## config.mk

```make
export PLATFORM = sky130hd
export DESIGN_NAME = ucf_usart
export DESIGN_NICKNAME = d
export VERILOG_FILES = /design/src/include/ucf_pkg.sv /design/src/rtl/ucf_baud.sv /design/src/rtl/ucf_xck_sync.sv /design/src/rtl/ucf_usart.sv
export SDC_FILE = /design/constraint.sdc
export NUM_CORES = 1
export LEC_CHECK = 0
export ABC_AREA = 1
export BUFFER_PORTS_ARGS = -buffer_cell sky130_fd_sc_hd__buf_2
export CAP_MARGIN = 15
export CORE_MARGIN = 5
export CORE_UTILIZATION = 45
export CTS_CLUSTER_DIAMETER = 30
export DETAILED_ROUTE_END_ITERATION = 8
export GPL_TIMING_DRIVEN = 0
export REMOVE_ABC_BUFFERS = 1
export SLEW_MARGIN = 10
export SYNTH_ARGS = -nofsm -noshare
export SYNTH_HDL_FRONTEND = slang
export SYNTH_SLANG_ARGS = --single-unit
export TNS_END_PERCENT = 30
```

## constraint.sdc

```tcl
create_clock -name I_CLK -period 3.4 [get_ports I_CLK]
set_input_delay 0.34 -clock I_CLK [delete_from_list [all_inputs] [get_ports I_CLK]]
set_output_delay 0.34 -clock I_CLK [all_outputs]
set_load 0.05 [all_outputs]
```

## src/include/ucf_pkg.sv

```systemverilog
package ucf_pkg;
   // register byte addresses
   localparam logic [3:0] ADR_CTRL = 4'h0;
   localparam logic [3:0] ADR_DIV_LO = 4'h4;
   localparam logic [3:0] ADR_DIV_HI = 4'h8;
   localparam logic [3:0] ADR_DATA = 4'hC;
   // control field positions
   localparam int CTRL_DSPEED = 0;
   localparam int CTRL_SYNC = 1;
   localparam int CTRL_XDIR = 2;
   localparam int CTRL_CPOL = 3;
   localparam int CTRL_STOP2 = 4;
   localparam int CTRL_PAR_LO = 5;
   localparam int CTRL_CSZ_LO = 7;
   localparam int CTRL_TXEN = 10;
   localparam int CTRL_RXEN = 11;
   localparam logic [11:0] CTRL_RST = 12'h006;
   // status bits in the data word
   localparam int ST_RXVALID = 9;
   localparam int ST_TXEMPTY = 10;
   localparam int ST_FERR = 11;
   localparam int ST_PERR = 12;
   localparam int ST_OVR = 13;
   // parity and size codes
   localparam logic [1:0] PAR_EVEN = 2'h2;
   localparam logic [1:0] PAR_ODD = 2'h3;
   localparam logic [2:0] CSZ_9 = 3'h7;
   // oversampling ratios
   localparam logic [3:0] OVS_NORM = 4'hF;
   localparam logic [3:0] OVS_DBL = 4'h7;
   localparam logic [3:0] OVS_SYNC = 4'h1;
   localparam int DIV_W = 12;
endpackage

```

## src/rtl/ucf_baud.sv

```systemverilog
`timescale 1ns/1ps
module ucf_baud
   import ucf_pkg::*;
#(
   parameter int W = DIV_W
) (
   // clock and reset
   input wire logic i_clk,
   input wire logic i_rstn,
   // divisor control
   input wire logic [W-1:0] i_div,
   input wire logic i_reload,
   // tick out
   output logic o_tick
);
   typedef struct packed {
      logic [W-1:0] cnt;
      logic tick;
   } ucf_baud_t;
   ucf_baud_t s_r, s_nxt;

   always_comb begin
      s_nxt = s_r;
      s_nxt.tick = 1'b0;
      if (i_reload) begin
         s_nxt.cnt = i_div;
      end else if (s_r.cnt == '0) begin
         s_nxt.cnt = i_div;
         s_nxt.tick = 1'b1;
      end else begin
         s_nxt.cnt = s_r.cnt - 1'b1;
      end
   end

   always_ff @(posedge i_clk or negedge i_rstn) begin
      if (!i_rstn) begin
         s_r <= '0;
      end else begin
         s_r <= s_nxt;
      end
   end
   assign o_tick = s_r.tick;

   chk_tick_rate: assert property (@(posedge i_clk) disable iff (!i_rstn)
      (o_tick && i_div == '0 && !i_reload) |=> (i_reload || o_tick)) else $error("baud tick rate wrong");
   chk_reload_low: assert property (@(posedge i_clk) disable iff (!i_rstn)
      i_reload |=> (s_r.cnt == $past(i_div) && !o_tick)) else $error("reload not taken");
endmodule

```

## src/rtl/ucf_xck_sync.sv

```systemverilog
`timescale 1ns/1ps
module ucf_xck_sync (
   // clock and reset
   input wire logic i_clk,
   input wire logic i_rstn,
   // pin level
   input wire logic i_pin,
   // edge pulses and synced level
   output logic o_rise,
   output logic o_fall,
   output logic o_level
);
   typedef struct packed {
      logic s1;
      logic s2;
      logic s3;
   } ucf_xsync_t;
   ucf_xsync_t s_r, s_nxt;

   always_comb begin
      s_nxt.s1 = i_pin;
      s_nxt.s2 = s_r.s1;
      s_nxt.s3 = s_r.s2;
   end

   always_ff @(posedge i_clk or negedge i_rstn) begin
      if (!i_rstn) begin
         s_r <= '0;
      end else begin
         s_r <= s_nxt;
      end
   end
   // edge detector reads only the second stage onward
   assign o_rise = s_r.s2 & ~s_r.s3;
   assign o_fall = ~s_r.s2 & s_r.s3;
   assign o_level = s_r.s2;

   chk_edge_delay: assert property (@(posedge i_clk) disable iff (!i_rstn)
      ($rose(i_pin) ##1 i_pin ##1 i_pin) |-> o_rise || $past(o_rise)) else $error("edge delay wrong");
endmodule

```

## src/rtl/ucf_usart.sv

```systemverilog
// Design decisions made here: the Wishbone slave port and the address map.
`timescale 1ns/1ps
module ucf_usart
   import ucf_pkg::*;
(
   // system
   input wire logic I_CLK,
   input wire logic I_RSTN,
   // wishbone slave
   input wire logic I_WB_CYC,
   input wire logic I_WB_STB,
   input wire logic I_WB_WE,
   input wire logic [3:0] I_WB_ADR,
   input wire logic [3:0] I_WB_SEL,
   input wire logic [31:0] I_WB_DAT,
   output logic [31:0] O_WB_DAT,
   output logic O_WB_ACK,
   // serial pins
   input wire logic I_SERIAL_IN_PIN,
   output logic O_SERIAL_OUT_PIN,
   // transfer clock pin, oe low drives
   input wire logic I_XFER_CLK,
   output logic O_XFER_CLK,
   output logic O_XFER_CLK_OE_N
);
   typedef enum logic [1:0] {TX_IDLE, TX_SHIFT} ucf_txst_t;
   typedef enum logic [1:0] {RX_IDLE, RX_START, RX_BITS} ucf_rxst_t;
   typedef struct packed {
      logic [11:0] ctrl;
      logic [DIV_W-1:0] div;
      logic ack;
      logic [31:0] rdat;
      // transmitter
      logic [8:0] tbuf;
      logic tbuf_full;
      ucf_txst_t tst;
      logic [11:0] tsh;
      logic [3:0] tbits;
      logic [3:0] tdiv;
      logic tout;
      logic xck;
      // receiver
      ucf_rxst_t rst;
      logic [3:0] rph;
      logic [3:0] rbits;
      logic [11:0] rsh;
      logic [8:0] rq0, rq1;
      logic [1:0] rq0_err, rq1_err;
      logic [1:0] rcnt;
      logic ovr;
   } ucf_st_t;
   ucf_st_t s_r, s_nxt;

   logic tick, x_rise, x_fall, rx_s1, rx_s2;
   logic sync_m, dspd, slave, master;
   logic [3:0] nbits, ovs;
   logic wr, rd, tx_edge, rx_edge, parity, sbit;
   logic [8:0] dmask, rdata;

   // ---------------------------------------------------------------
   // clocking
   // ---------------------------------------------------------------
   assign sync_m = s_r.ctrl[CTRL_SYNC];
   assign dspd = s_r.ctrl[CTRL_DSPEED] & ~sync_m;
   assign master = sync_m & s_r.ctrl[CTRL_XDIR];
   assign slave = sync_m & ~s_r.ctrl[CTRL_XDIR];
   assign ovs = sync_m ? OVS_SYNC : (dspd ? OVS_DBL : OVS_NORM);
   assign wr = I_WB_CYC & I_WB_STB & I_WB_WE & ~s_r.ack;
   assign rd = I_WB_CYC & I_WB_STB & ~I_WB_WE & ~s_r.ack;

   ucf_baud #(.W(DIV_W)) u_baud (
      .i_clk(I_CLK),
      .i_rstn(I_RSTN),
      // next divisor, so a low byte write reloads with the new value
      .i_div(s_nxt.div),
      .i_reload(wr && I_WB_ADR == ADR_DIV_LO && I_WB_SEL[0]),
      .o_tick(tick)
   );

   ucf_xck_sync u_xck (
      .i_clk(I_CLK),
      .i_rstn(I_RSTN),
      .i_pin(I_XFER_CLK),
      .o_rise(x_rise),
      .o_fall(x_fall),
      .o_level()
   );

   // serial input synchroniser
   always_ff @(posedge I_CLK or negedge I_RSTN) begin
      if (!I_RSTN) begin
         rx_s1 <= 1'b1;
         rx_s2 <= 1'b1;
      end else begin
         rx_s1 <= I_SERIAL_IN_PIN;
         rx_s2 <= rx_s1;
      end
   end

   // ---------------------------------------------------------------
   // frame format helpers
   // ---------------------------------------------------------------
   assign nbits = (s_r.ctrl[CTRL_CSZ_LO+:3] == CSZ_9) ? 4'h9
                  : 4'h5 + {2'b00, s_r.ctrl[CTRL_CSZ_LO+:2]};
   always_comb begin
      for (int i = 0; i < 9; i++) begin
         dmask[i] = (i < nbits);
      end
   end
   assign parity = ^(s_r.tbuf & dmask) ^ s_r.ctrl[CTRL_PAR_LO];
   assign sbit = s_r.ctrl[CTRL_PAR_LO+1];
   // frame word as it stands after the first stop bit is shifted in
   assign rdata = 9'({rx_s2, s_r.rsh[11:1]} >> (4'hB - nbits - {3'b000, sbit})) & dmask;

   // sync edge choice: polarity 0 changes on rise, samples on fall
   always_comb begin
      if (slave) begin
         tx_edge = s_r.ctrl[CTRL_CPOL] ? x_fall : x_rise;
         rx_edge = s_r.ctrl[CTRL_CPOL] ? x_rise : x_fall;
      end else if (master) begin
         tx_edge = tick & (s_r.xck == s_r.ctrl[CTRL_CPOL]);
         rx_edge = tick & (s_r.xck != s_r.ctrl[CTRL_CPOL]);
      end else begin
         tx_edge = tick & (s_r.tdiv == '0);
         rx_edge = tick;
      end
   end

   // ---------------------------------------------------------------
   // main next state
   // ---------------------------------------------------------------
   always_comb begin
      s_nxt = s_r;
      s_nxt.ack = I_WB_CYC & I_WB_STB & ~s_r.ack;
      // register writes
      if (wr) begin
         case (I_WB_ADR)
            ADR_CTRL: begin
               if (I_WB_SEL[0]) s_nxt.ctrl[7:0] = I_WB_DAT[7:0];
               if (I_WB_SEL[1]) s_nxt.ctrl[11:8] = I_WB_DAT[11:8];
            end
            ADR_DIV_LO: begin
               if (I_WB_SEL[0]) s_nxt.div[7:0] = I_WB_DAT[7:0];
            end
            ADR_DIV_HI: begin
               if (I_WB_SEL[0]) s_nxt.div[11:8] = I_WB_DAT[3:0];
            end
            ADR_DATA: begin
               if (I_WB_SEL[0] && !s_r.tbuf_full) begin
                  s_nxt.tbuf = I_WB_DAT[8:0] & dmask;
                  s_nxt.tbuf_full = 1'b1;
               end
            end
            default: begin
            end
         endcase
      end
      // register reads; a data read pops the receive buffer
      case (I_WB_ADR)
         ADR_CTRL: s_nxt.rdat = {20'h0, s_r.ctrl};
         ADR_DIV_LO: s_nxt.rdat = {24'h0, s_r.div[7:0]};
         ADR_DIV_HI: s_nxt.rdat = {28'h0, s_r.div[11:8]};
         ADR_DATA: s_nxt.rdat = {18'h0, s_r.ovr, s_r.rq0_err, ~s_r.tbuf_full,
                                 s_r.rcnt != 2'h0, s_r.rq0};
         default: s_nxt.rdat = 32'h0;
      endcase
      if (rd && I_WB_ADR == ADR_DATA && s_r.rcnt != 2'h0) begin
         s_nxt.rq0 = s_r.rq1;
         s_nxt.rq0_err = s_r.rq1_err;
         s_nxt.rcnt = s_r.rcnt - 2'h1;
         s_nxt.ovr = 1'b0;
      end

      // sync master clock pin output
      if (master && tick) begin
         s_nxt.xck = ~s_r.xck;
      end else if (!master) begin
         s_nxt.xck = s_r.ctrl[CTRL_CPOL];
      end

      // transmitter
      if (!sync_m && tick) begin
         s_nxt.tdiv = (s_r.tdiv == '0) ? ovs : s_r.tdiv - 1'b1;
      end
      case (s_r.tst)
         TX_IDLE: begin
            s_nxt.tout = 1'b1;
            if (s_r.tbuf_full && s_r.ctrl[CTRL_TXEN] && tx_edge) begin
               // lsb-first shift: data, parity, stops; the start bit goes straight to the pin
               s_nxt.tsh = ({3'b111, s_r.tbuf} | ~{3'b000, dmask});
               if (sbit) s_nxt.tsh[nbits] = parity;
               // first stop is shifted too, so a follow-on start never eats it
               s_nxt.tbits = nbits + {3'b000, sbit} + {3'b000, s_r.ctrl[CTRL_STOP2]} + 4'h1;
               s_nxt.tout = 1'b0;
               s_nxt.tbuf_full = 1'b0;
               s_nxt.tst = TX_SHIFT;
            end
         end
         TX_SHIFT: begin
            if (tx_edge) begin
               if (s_r.tbits == '0) begin
                  s_nxt.tst = TX_IDLE;
                  s_nxt.tout = 1'b1;
                  // back-to-back frame from the write buffer
                  if (s_r.tbuf_full && s_r.ctrl[CTRL_TXEN]) begin
                     s_nxt.tsh = ({3'b111, s_r.tbuf} | ~{3'b000, dmask});
                     if (sbit) s_nxt.tsh[nbits] = parity;
                     s_nxt.tbits = nbits + {3'b000, sbit} + {3'b000, s_r.ctrl[CTRL_STOP2]} + 4'h1;
                     s_nxt.tout = 1'b0;
                     s_nxt.tbuf_full = 1'b0;
                     s_nxt.tst = TX_SHIFT;
                  end
               end else begin
                  s_nxt.tout = s_r.tsh[0];
                  s_nxt.tsh = {1'b1, s_r.tsh[11:1]};
                  s_nxt.tbits = s_r.tbits - 1'b1;
               end
            end
         end
         default: s_nxt.tst = TX_IDLE;
      endcase

      // receiver: async oversamples the tick, sync uses rx_edge only
      case (s_r.rst)
         RX_IDLE: begin
            s_nxt.rph = '0;
            if (s_r.ctrl[CTRL_RXEN] && rx_edge && !rx_s2) begin
               s_nxt.rst = sync_m ? RX_BITS : RX_START;
               s_nxt.rbits = nbits + {3'b000, sbit} + 4'h1;
               s_nxt.rph = sync_m ? 4'h0 : 4'h1;
            end
         end
         RX_START: begin
            if (rx_edge) begin
               s_nxt.rph = s_r.rph + 1'b1;
               if (s_r.rph == {1'b0, ovs[3:1]}) begin
                  // mid start bit: false start returns to idle
                  s_nxt.rst = rx_s2 ? RX_IDLE : RX_BITS;
                  s_nxt.rph = '0;
               end
            end
         end
         RX_BITS: begin
            if (rx_edge) begin
               s_nxt.rph = (s_r.rph == ovs || sync_m) ? 4'h0 : s_r.rph + 1'b1;
               if (s_r.rph == ovs || sync_m) begin
                  s_nxt.rsh = {rx_s2, s_r.rsh[11:1]};
                  s_nxt.rbits = s_r.rbits - 1'b1;
                  if (s_r.rbits == 4'h1) begin
                     // first stop bit only; a second is ignored
                     s_nxt.rst = RX_IDLE;
                     if (s_r.rcnt == 2'h2) begin
                        s_nxt.ovr = 1'b1;
                     end
                  end
               end
            end
         end
         default: s_nxt.rst = RX_IDLE;
      endcase
      if (s_r.rst == RX_BITS && s_nxt.rst == RX_IDLE && s_r.rcnt != 2'h2) begin
         if (s_nxt.rcnt == 2'h0 || (s_nxt.rcnt == 2'h1 && s_r.rcnt == 2'h2)) begin
            s_nxt.rq0 = rdata;
            s_nxt.rq0_err = {(^rdata ^ s_r.rsh[11] ^ s_r.ctrl[CTRL_PAR_LO]) & sbit, ~rx_s2};
         end else begin
            s_nxt.rq1 = rdata;
            s_nxt.rq1_err = {1'b0, ~rx_s2};
         end
         s_nxt.rcnt = s_nxt.rcnt + 2'h1;
      end
   end

   always_ff @(posedge I_CLK or negedge I_RSTN) begin
      if (!I_RSTN) begin
         s_r <= '0;
         s_r.ctrl <= CTRL_RST;
         s_r.tout <= 1'b1;
         s_r.tst <= TX_IDLE;
         s_r.rst <= RX_IDLE;
      end else begin
         s_r <= s_nxt;
      end
   end

   // ---------------------------------------------------------------
   // outputs
   // ---------------------------------------------------------------
   assign O_WB_ACK = s_r.ack;
   assign O_WB_DAT = s_r.rdat;
   assign O_SERIAL_OUT_PIN = s_r.tout;
   assign O_XFER_CLK = s_r.xck;
   assign O_XFER_CLK_OE_N = ~master;

   chk_start_low: assert property (@(posedge I_CLK) disable iff (!I_RSTN)
      (s_r.tst == TX_IDLE && s_nxt.tst == TX_SHIFT) |=> !O_SERIAL_OUT_PIN) else $error("start not low");
   chk_idle_high: assert property (@(posedge I_CLK) disable iff (!I_RSTN)
      (s_r.tst == TX_IDLE && !s_r.tbuf_full) |=> O_SERIAL_OUT_PIN) else $error("idle not high");
   chk_pin_unused: assert property (@(posedge I_CLK) disable iff (!I_RSTN)
      !sync_m |-> O_XFER_CLK_OE_N) else $error("clock pin driven in async");
   chk_ack_one: assert property (@(posedge I_CLK) disable iff (!I_RSTN)
      O_WB_ACK |=> !O_WB_ACK) else $error("ack held");
   chk_dspd_sync: assert property (@(posedge I_CLK) disable iff (!I_RSTN)
      sync_m |-> ovs == OVS_SYNC) else $error("double speed leaks into sync");
   chk_ovs_dbl: assert property (@(posedge I_CLK) disable iff (!I_RSTN)
      (!sync_m && s_r.ctrl[CTRL_DSPEED]) |-> ovs == OVS_DBL) else $error("double speed ratio");
   chk_master_edge: assert property (@(posedge I_CLK) disable iff (!I_RSTN)
      (master && tick) |=> O_XFER_CLK != $past(O_XFER_CLK)) else $error("master clock");
   chk_rx_depth: assert property (@(posedge I_CLK) disable iff (!I_RSTN)
      s_r.rcnt <= 2'h2) else $error("rx buffer depth");
   cov_tx_frame: cover property (@(posedge I_CLK) disable iff (!I_RSTN) s_r.tst == TX_SHIFT);
   cov_rx_frame: cover property (@(posedge I_CLK) disable iff (!I_RSTN) s_r.rcnt == 2'h2);
   cov_slave: cover property (@(posedge I_CLK) disable iff (!I_RSTN) slave && x_rise);
endmodule

```

==> results of run 1 <==
worst paths after layout:
path                       slack (ns)       endpoint  cells past startpoint
min in group asynchronous        0.46        s_r[50]                      2
setup reg to reg                 0.10         s_r[6]                     19
hold / removal                   0.16       s_r[137]                      2
max in group asynchronous        2.12          rx_s2                      3
setup / recovery                 0.10         s_r[6]                     19
hold reg to reg                  0.35  u_xck.o_level                      0
cell usage after synthesis (all sizes together) (2+ instances only):
library cell / n / area share [%]
nand2: 295 / 15
inv: 131 / 6.3
dfrtp: 130 / 42
o21ai: 96 / 6.5
nand3: 81 / 5.7
nor2: 66 / 3.3
buf: 41 / 3.8
a21oi: 31 / 2.2
ha: 24 / 3.9
xnor2: 16 / 1.8
clkbuf: 13 / 0.63
xor2: 11 / 1.2
nand4: 8 / 0.64
o22ai: 8 / 0.64
a22oi: 7 / 0.68
o221ai: 7 / 0.79
nor3: 6 / 0.45
clkinv: 5 / 0.31
dfstp: 5 / 1.7
mux2i: 4 / 0.52
mux2: 3 / 0.43
nor4: 3 / 0.24
o211ai: 3 / 0.29
a22o: 2 / 0.23
o31ai: 2 / 0.19
power by group:
group	leakage, µW	switching, µW	internal (µW)
Clock	0.000332	741	1370
Sequential	0.00172	93.2	1730
Combinational	0.00240	701	368
Total	0.00445	1540	3470
registers in the layout (all words and copies together), names as in the netlist:
| name | cells |
|---|---|
| s_r | 100 |
| O_WB_DAT | 14 |
| u_baud.s_r | 12 |
| O_SERIAL_OUT_PIN | 1 |
| O_WB_ACK | 1 |
| O_XFER_CLK | 1 |
| rx_s1 | 1 |
| rx_s2 | 1 |
| u_baud.o_tick | 1 |
| u_xck.o_level | 1 |
| u_xck.s_nxt | 1 |
| u_xck.s_r | 1 |
timing repair:
item                       in CTS  in global routing
hold endpoints to repair       64                  0
pin swaps                       0                  1
hold buffers                    3                  0
gates resized for setup         5                 11
buffers inserted                0                  6
setup endpoints to repair      11                 11
routing by layer:
layer	vias up	part of all wire (%)
li1	3266	-
met1	3078	47
met2	170	46
met3	21	5.6
met4	0	1.5
met5	-	0
cells by family (layout without fill, tap and decap cells):
family	Yosys count	after routing
buf+inv	190	220
compound gates	162	162
flops	135	135
xor+xnor	27	27
fa+ha+maj	25	25
other cells	1	18
mux	7	7
simple gates	461	461
metrics by stage:
| step | cells | setup slack, ns | total power (µW) |
|---|---|---|---|
| 6_report | 1280 | 0.1029 | 5009 |
| 5_1_grt | 1280 | -0.09084 | 5261 |
| 3_5_place_dp | 1239 | -0.5733 | 2854 |
| 2_1_floorplan | 971 | 0.2910 | 2582 |
| 4_1_cts | 1274 | -0.02531 | 4996 |
| 3_3_place_gp | 1238 | -0.5639 | 2835 |
final cells by class:
cell class              instances  area (µm²)
fillers                      1674        8290
flip-flops and latches        135        3386
clock inverters                12       211.5
clock buffers                  20       466.7
well taps                     225       281.5
inverters                     136       523.0
multi-input cells             700        3638
repair buffers                 52       319.1
==> results.json, run 1 <==
{
  "crit_top_cell": "nand2_1",
  "htree_levels": 4,
  "synth_top_family_by_area": "simple AND/OR/NAND/NOR gates",
  "cts_buffers": 17,
  "grt_pass1_vias": 6167,
  "powerDensity_mw_per_mm2": 567.5,
  "setup_violations": 0,
  "grt_pass1_wl_mm": 31.01,
  "antenna_found_initial": 0,
  "die_area_mm2": 0.02000,
  "synth_area_mm2": 0.007771,
  "ant_nets": 0,
  "die_w_um": 141.4,
  "layout.nets": 1114,
  "muxShareOfSynthArea_pct": 0.9499,
  "stdcell_area_mm2": 0.008826,
  "synth_simple_gate_area_share_pct": 25.08,
  "synth-seq-cells": 135,
  "fin_crit_sh_pct": 96.97,
  "drv_slew": 0,
  "synth_edf_count": 0,
  "synthAdderAreaFrac_pct": 4.122,
  "track_usage_pct": 19.55,
  "dr.first_iter.drc_count": 403,
  "ctsLongestPathBuffers": 2,
  "root_buffer": "clkbuf_16",
  "maxSlewHeadroom_pct": 29.18,
  "hpwlAfterDp_mm": 14.07,
  "cp_num_buf_inv": 4,
  "syn_avg_cell_area_um2": 7.710,
  "cp.required_ns": 3.75,
  "wl_mm": 19.13,
  "drt_first_pass_iters": 8,
  "ios": 83,
  "met1_usage_pct": 26.68,
  "syn_inst": 1008,
  "synth_xor_area_share_pct": 3.043,
  "seq_area_frac_synth_pct": 43.55,
  "viasPerCell": 5.105,
  "synth_compound_area_share_pct": 12.12,
  "status": "completed",
  "worst_path_max_delay_cell": "fa_2",
  "r2r-start": "s_r[134]",
  "hold_path_class": "input port to register",
  "fp.dieH_um": 141.4,
  "fin_setup_tns_ns": 0,
  "fmax_mhz": 303.3,
  "finalHoldViolations": 0,
  "synth_cell_types": 52,
  "hold_start": "I_WB_DAT[11]",
  "final_util_pct": 51.56,
  "hold_ws_ns": 0.1640,
  "crit_family": "adder cells",
  "synthArstFlopShare_pct": 100.0,
  "grt_max_degree": 73,
  "fin_skew_ns": 0.007481,
  "startpoint_type": "register",
  "overflow": 0,
  "syn_to_final_growth_pct": 13.57,
  "core_region_area_mm2": 0.01712,
  "met3_usage_pct": 4.550,
  "rsz0062_at_grt": "true",
  "max_cap_violations": 0,
  "dpl-instance-area_mm2": 0.008015,
  "min_period_ns": 3.297,
  "drive_above_1_share_pct": 12.04,
  "synth-warning-count": 0,
  "critPathArrivalTime_ns": 3.65,
  "path_class": "register to register",
  "via_count": 6535,
  "clk-insertion-delay-late_ns": 0.43,
  "p_leak_uw": 0.004445,
  "wl_per_cell_um": 14.94,
  "clkTransAtPathRegs_ns": 0.06,
  "num_antenna_cells": 0,
  "drc": 0,
  "final_cell_mix": "nand2_1 (285), dfrtp_1 (129), inv_1 (126)",
  "ys.flop_type": "dfrtp_1",
  "endpoint_kind": "register",
  "final_common_cell": "nand2_1",
  "start_util_pct": 45.40,
  "cts_num_sinks": 135,
  "portBuffers": 42,
  "crit_start": "s_r[134]",
  "crit_chain": "ha_4 > nand2_2 > nand2_1 > ha_2 > inv_1 > ha_2 > inv_1 > fa_2 > clkinvlp_4 > buf_4 > o21ai_0 > nand2_2 > nand2_1 > nand3_1 > nand3b_1 > nand2_1 > nand2_1 > nand2_1 > o21ai_1",
  "grt_busiest_layer": "met2",
  "tightest_slew_ns": 1.057,
  "fp-row-count": 48,
  "cpPeakStageDelay_ns": 0.62,
  "finalWeightedCongestion": 0.8908,
  "ir_drop_uv": 410.9,
  "gr-usage-met2_pct": 31.40,
  "cts_tree": "built",
  "cp_max_fo": 10
}
(Power assumes the default switching activity.)
==> run 2, diff against run 1 <==
- clock period: 3.4 -> 3.8 ns (I/O delays scaled with it)
==> run 2 against run 1 <==
  * Count of clock-buffer cells in the layout did not move
  * Flip-flop and latch count did not move
  * Die area unchanged
  * Critical path type unchanged
  * Largest cell class unchanged
==> results.json, run 2 (synthesis gave the netlist of run 1 again) <==
{
  "fp-row-count": 48,
  "fin_crit_sh_pct": 90.87,
  "fmax_mhz": 289.6,
  "met3_usage_pct": 4.550,
  "p_sw_share_pct": 30.59,
  "endpoint_kind": "register",
  "grt_busiest_layer": "met2",
  "largest_reg_flops": 100,
  "drv_slew": 0,
  "cts_buffers": 17,
  "fin_skew_ns": 0.007880,
  "finalWeightedCongestion": 0.8908,
  "wl_per_cell_um": 14.90,
  "ir_drop_uv": 364.9,
  "cp.required_ns": 4.10,
  "regMostFlops": "s_r",
  "core_region_area_mm2": 0.01712,
  "drc": 0,
  "dr.first_iter.drc_count": 399,
  "max_cap_violations": 0,
  "gr-usage-met2_pct": 31.40,
  "p_total_uw": 4458,
  "overflow": 0,
  "tightest_slew_ns": 1.034,
  "drive_above_1_share_pct": 11.04,
  "p_leak_uw": 0.004431,
  "antenna_found_initial": 0,
  "setup_violations": 0,
  "dpl-instance-area_mm2": 0.008015,
  "startpoint_type": "register",
  "layout.nets": 1110,
  "track_usage_pct": 19.55,
  "ant_nets": 0,
  "clkTransAtPathRegs_ns": 0.06,
  "p_sw_uw": 1364,
  "critPathArrivalTime_ns": 3.76,
  "fp.dieH_um": 141.4,
  "start_util_pct": 45.40,
  "htree_levels": 4,
  "p_seq_share_pct": 36.6,
  "wl_mm": 19.02,
  "hpwlAfterDp_mm": 14.07,
  "hold_path_class": "input port to register",
  "syn_to_final_growth_pct": 12.56,
  "cts_num_sinks": 135,
  "ctsLongestPathBuffers": 2,
  "die_area_mm2": 0.02000,
  "stdcell_area_mm2": 0.008747,
  "num_antenna_cells": 0,
  "met1_usage_pct": 26.68,
  "via_count": 6470,
  "cp_max_fo": 19,
  "p_int_uw": 3094,
  "final_common_cell": "nand2_1",
  "portBuffers": 42,
  "path_class": "register to register",
  "comb_power_share_pct": 21.0,
  "rsz0062_at_grt": "false",
  "finalHoldViolations": 0,
  "clkPwrFrac_pct": 42.4,
  "die_w_um": 141.4,
  "status": "completed",
  "ios": 83,
  "grt_max_degree": 73,
  "min_period_ns": 3.453,
  "grt_pass1_vias": 6167,
  "final_cell_mix": "nand2_1 (286), dfrtp_1 (130), inv_1 (128)",
  "grt_pass1_wl_mm": 31.01,
  "drt_first_pass_iters": 5,
  "clk-insertion-delay-late_ns": 0.43,
  "viasPerCell": 5.071,
  "root_buffer": "clkbuf_16",
  "cts_tree": "built",
  "maxSlewHeadroom_pct": 30.67,
  "powerDensity_mw_per_mm2": 509.6
}
==> run 2: routing by layer <==
metal	vias up	routed length, µm
met5	-	0
met3	22	938
li1	3258	-
met2	148	8816
met1	3042	8978
met4	0	281
==> run 2: path summary, 6_finish.rpt <==
path,startpoint,endpoint,slack [ns],cells after the start
setup / recovery,s_r[133],s_r[6],0.35,18
hold / removal,I_XFER_CLK,u_xck.s_nxt[1],0.06,1
setup reg to reg,s_r[133],s_r[6],0.35,18
hold reg to reg,u_xck.s_nxt[1],u_xck.o_level,0.35,0
max in group asynchronous,I_RSTN,rx_s2,2.49,3
min in group asynchronous,I_RSTN,s_r[50],0.50,2
==> run 2: area by class of cell <==
class | count | area (µm²)
Clock buffer | 20 | 466.7
Inverter | 136 | 519.2
Tap cell | 225 | 281.5
Clock inverter | 12 | 211.5
Fill cell | 1686 | 8369
Multi-Input combinational cell | 700 | 3602
Sequential cell | 135 | 3385
Timing Repair Buffer | 48 | 281.5
==> run 2: timing repair <==
action                                 CTS  global route
hold buffers                             1             0
buffers inserted                         0             3
setup endpoints to repair                0             2
resized for setup                        0             5
endpoints found under the hold margin   62             0
==> run 2: power groups by stage <==
stage / registers (µW) / clock network [µW] / logic (µW)
6_report: 1630 / 1890 / 936
3_3_place_gp: 1660 / 0 / 881
5_1_grt: 1650 / 1990 / 1050
2_1_floorplan: 1660 / 0 / 651
3_5_place_dp: 1660 / 0 / 896
4_1_cts: 1630 / 1920 / 906
==> run 2: worst max-delay path: stages (launching register included) <==
cell	delay [ns]
dfrtp_1	0.45
ha_2	0.30
nand2_2	0.13
nand2_1	0.06
ha_1	0.72
inv_1	0.37
nand2_1	0.16
nand3_1	0.09
nand2_1	0.12
nand2_1	0.06
nand3_1	0.12
nand2_1	0.14
nand2_1	0.10
nand2_1	0.07
nand3b_1	0.20
nand2_1	0.09
nand2_1	0.04
nand2_1	0.05
o21ai_1	0.06
==> run 2: per-stage QoR <==
step	std cells	hold WS [ns]	utilization, %	setup WS [ns]	setup TNS [ns]
floorplan	971	0.08441	-	0.6910	0
global placement	1238	0.3323	46.63	-0.2039	-1.488
detailed placement	1239	0.3412	46.83	-0.2133	-1.600
CTS	1272	0.03771	50.85	0.07963	0
global route	1276	0.04128	51.10	0.07122	0
finish	1276	0.05619	51.10	0.3470	0
==> run 3, diff against run 2 <==
- CAP_MARGIN: 15 -> default
- SYNTH_HIERARCHICAL: default -> 1
==> run 3 against run 2 <==
  * Register-to-register slack improved by 0.13 ns
  * Area after synthesis increased by 2.4%
  * First-iteration DRC count increased by 5.8%
  * Non-clock buffer count unchanged
  * Combinational power decreased by 19%
  * Flip-flop and latch count unchanged
  * Power decreased by 11%
  * Routed wire length decreased by 1.1%
  * Clock power decreased by 16%
  * Worst hold slack got worse by 0.035 ns
  * Sequential power about the same
==> results.json, run 3 <==
{
  "finalHoldViolations": 0,
  "cp.required_ns": 4.15,
  "antenna_found_initial": 0,
  "crit_top_cell": "nand2_1",
  "drt_first_pass_iters": 5,
  "comb_power_share_pct": 19.0,
  "hold_ws_ns": 0.02086,
  "wl_mm": 18.81,
  "final_cells": 1299,
  "wl_per_cell_um": 14.48,
  "crit_family": "simple AND/OR/NAND/NOR gates",
  "synthArstFlopShare_pct": 100.0,
  "cp_max_fo": 9,
  "fill_cells": 1726,
  "rsz0062_at_grt": "false",
  "cpPeakStageDelay_ns": 0.60,
  "hold_path_class": "input port to async pin",
  "status": "completed",
  "ant_nets": 0,
  "worst_path_max_delay_cell": "fa_2",
  "syn_avg_cell_area_um2": 7.700,
  "die_area_mm2": 0.02043,
  "final_cell_mix": "nand2_1 (300), dfrtp_1 (130), inv_1 (123)",
  "critPathArrivalTime_ns": 3.68,
  "cts_buffers": 17,
  "cts_hold_buffers": 0,
  "htree_levels": 4,
  "r2r_slack_ns": 0.48,
  "drc": 0,
  "root_buffer": "clkbuf_16",
  "maxSlewHeadroom_pct": 41.56,
  "synth_area_mm2": 0.007954,
  "grt_pass1_wl_mm": 31.37,
  "dr.first_iter.drc_count": 422,
  "p_leak_uw": 0.004436,
  "fin_skew_ns": 0.006833,
  "regMostFlops": "s_r",
  "largest_reg_flops": 100,
  "cp_num_buf_inv": 3,
  "grt_max_degree": 85,
  "setup_slack_ns": 0.4755,
  "syn_to_final_growth_pct": 10.29,
  "synth-warning-count": 6,
  "p_sw_share_pct": 30.84,
  "layout.nets": 1136,
  "clk-insertion-delay-late_ns": 0.42,
  "fp-row-count": 48,
  "grt_pass1_vias": 6170,
  "p_int_uw": 2758,
  "drv_slew": 0,
  "ctsLongestPathBuffers": 2,
  "crit_chain": "ha_2 > a21oi_1 > inv_1 > ha_2 > inv_1 > fa_2 > clkinvlp_4 > nand3_1 > nand3_1 > nand2_1 > nand2_1 > nand2_1 > nand2_1 > xor2_1 > nand2_1 > nand2_1 > nor2_1 > nand2_1 > nand2_1",
  "core_region_area_mm2": 0.01730,
  "synth_top_area_cell": "dfrtp_1",
  "cts_tree": "built",
  "p_seq_share_pct": 41.4,
  "fin_crit_sh_pct": 87.49,
  "fmax_mhz": 300.8,
  "setup_violations": 0,
  "start_util_pct": 45.99,
  "synth.most_common_cell": "nand2_1",
  "final_common_cell": "nand2_1",
  "finalWeightedCongestion": 0.8256,
  "ir_drop_uv": 319.5,
  "p_total_uw": 3988,
  "fin_setup_tns_ns": 0,
  "max_cap_violations": 0,
  "die_w_um": 143.0,
  "p_sw_uw": 1230,
  "via_count": 6530,
  "portBuffers": 42,
  "dp_slack_ns": 0.01373,
  "syn_inst": 1033,
  "synth_top_area_share_pct": 40.90,
  "num_antenna_cells": 0,
  "synth_cell_types": 50,
  "overflow": 0,
  "ios": 83,
  "cts_num_sinks": 135,
  "ys.flop_type": "dfrtp_1",
  "endpoint_kind": "register",
  "powerDensity_mw_per_mm2": 454.6,
  "path_class": "register to register",
  "synth_common_cells": "nand2_1 (300), dfrtp_1 (130), inv_1 (124)",
  "tightest_slew_ns": 0.8742,
  "clkTransAtPathRegs_ns": 0.06,
  "startpoint_type": "register",
  "drive_above_1_share_pct": 14.25,
  "synth_edf_count": 0,
  "min_period_ns": 3.324,
  "clkPwrFrac_pct": 39.7,
  "seq_area_frac_synth_pct": 42.55,
  "synthTopCellsByArea": "dfrtp_1 (41%), nand2_1 (14%), inv_1 (5.9%)",
  "hpwlAfterDp_mm": 13.79,
  "viasPerCell": 5.027,
  "dp_cells": 1262,
  "synth-seq-cells": 135,
  "track_usage_pct": 19.36,
  "fp.dieH_um": 143.0
}
[run 3: changes by cell type after synthesis, sizes merged, moves of 6 or more]
cell,delta
nor2,+24
nand2,+22
nand3,+7
a21oi,-12
buf,+6
o21ai,-11
[run 3: what timing repair did]
item | in CTS | in global routing
endpoints found under the setup margin | 1 | 1
resized for setup | 1 | 3
pin swaps | 0 | 1
setup buffers | 2 | 3
[run 3: through the flow]
step	util (%)	cell area (µm²)
2_1_floorplan	-	7629
3_3_place_gp	46.95	8120
3_5_place_dp	47.14	8154
4_1_cts	50.54	8742
5_1_grt	50.72	8772
6_report	50.72	8772
[run 3: cell type report]
| class | instances | area, µm² | area share (%) |
|---|---|---|---|
| Sequential cell | 135 | 3385 | 38.58 |
| Clock buffer | 20 | 466.7 | 5.320 |
| Timing Repair Buffer | 48 | 281.5 | 3.209 |
| Inverter | 131 | 495.5 | 5.648 |
| Multi-Input combinational cell | 728 | 3760 | 42.86 |
| Clock inverter | 12 | 102.6 | 1.170 |
| Tap cell | 225 | 281.5 | 3.209 |
[run 3: worst reg2reg max path, delay by kind of cell (launching register included)]
family / cells / cell delay [ns]
and+or+nand+nor: 11 / 1.11
buffers and inverters: 3 / 0.32
AOI/OAI and AO/OA: 1 / 0.14
adders and majority gates: 3 / 1.07
DFF: 1 / 0.46
xor gates and xnor gates: 1 / 0.15
[run 3: kinds of logic after synthesis]
kind of cell | Yosys count | share of synthesized area (%)
AO/OA/AOI/OAI | 143 | 11.17
XOR/XNOR | 21 | 2.312
adder cells (fa/ha/maj) | 28 | 4.499
buffers and inverters | 187 | 11.07
flip-flops | 135 | 42.55
multiplexers | 3 | 0.4247
other | 1 | 0.04715
AND/OR/NAND/NOR | 515 | 27.92
[run 3: routing by layer]
metal / part of all wire [%] / GRT usage, % / vias to the layer above
met4: 1.6 / 5.403 / 0
met5: 0 / 0 / -
met1: 48 / 27.09 / 3055
li1: - / - / 3323
met2: 46 / 30.27 / 131
met3: 4.7 / 4.488 / 21
[run 3: worst paths after layout]
check                                      from                to  cells after the start
worst max-delay path                   s_r[133]            s_r[6]                     19
min in group I_CLK              I_SERIAL_IN_PIN             rx_s1                      1
worst min register to register            rx_s1             rx_s2                      0
max in group asynchronous                I_RSTN  O_SERIAL_OUT_PIN                      2
worst min-delay path                     I_RSTN      O_WB_DAT[13]                      1
worst max register to register         s_r[133]            s_r[6]                     19
[run 3: power groups by stage]
stage / Combinational [µW] / Sequential, µW / Clock [µW]
finish: 757 / 1650 / 1580
global route: 861 / 1670 / 1670
CTS: 750 / 1650 / 1610
detailed placement: 739 / 1670 / 0
global placement: 721 / 1670 / 0
floorplan: 539 / 1670 / 0
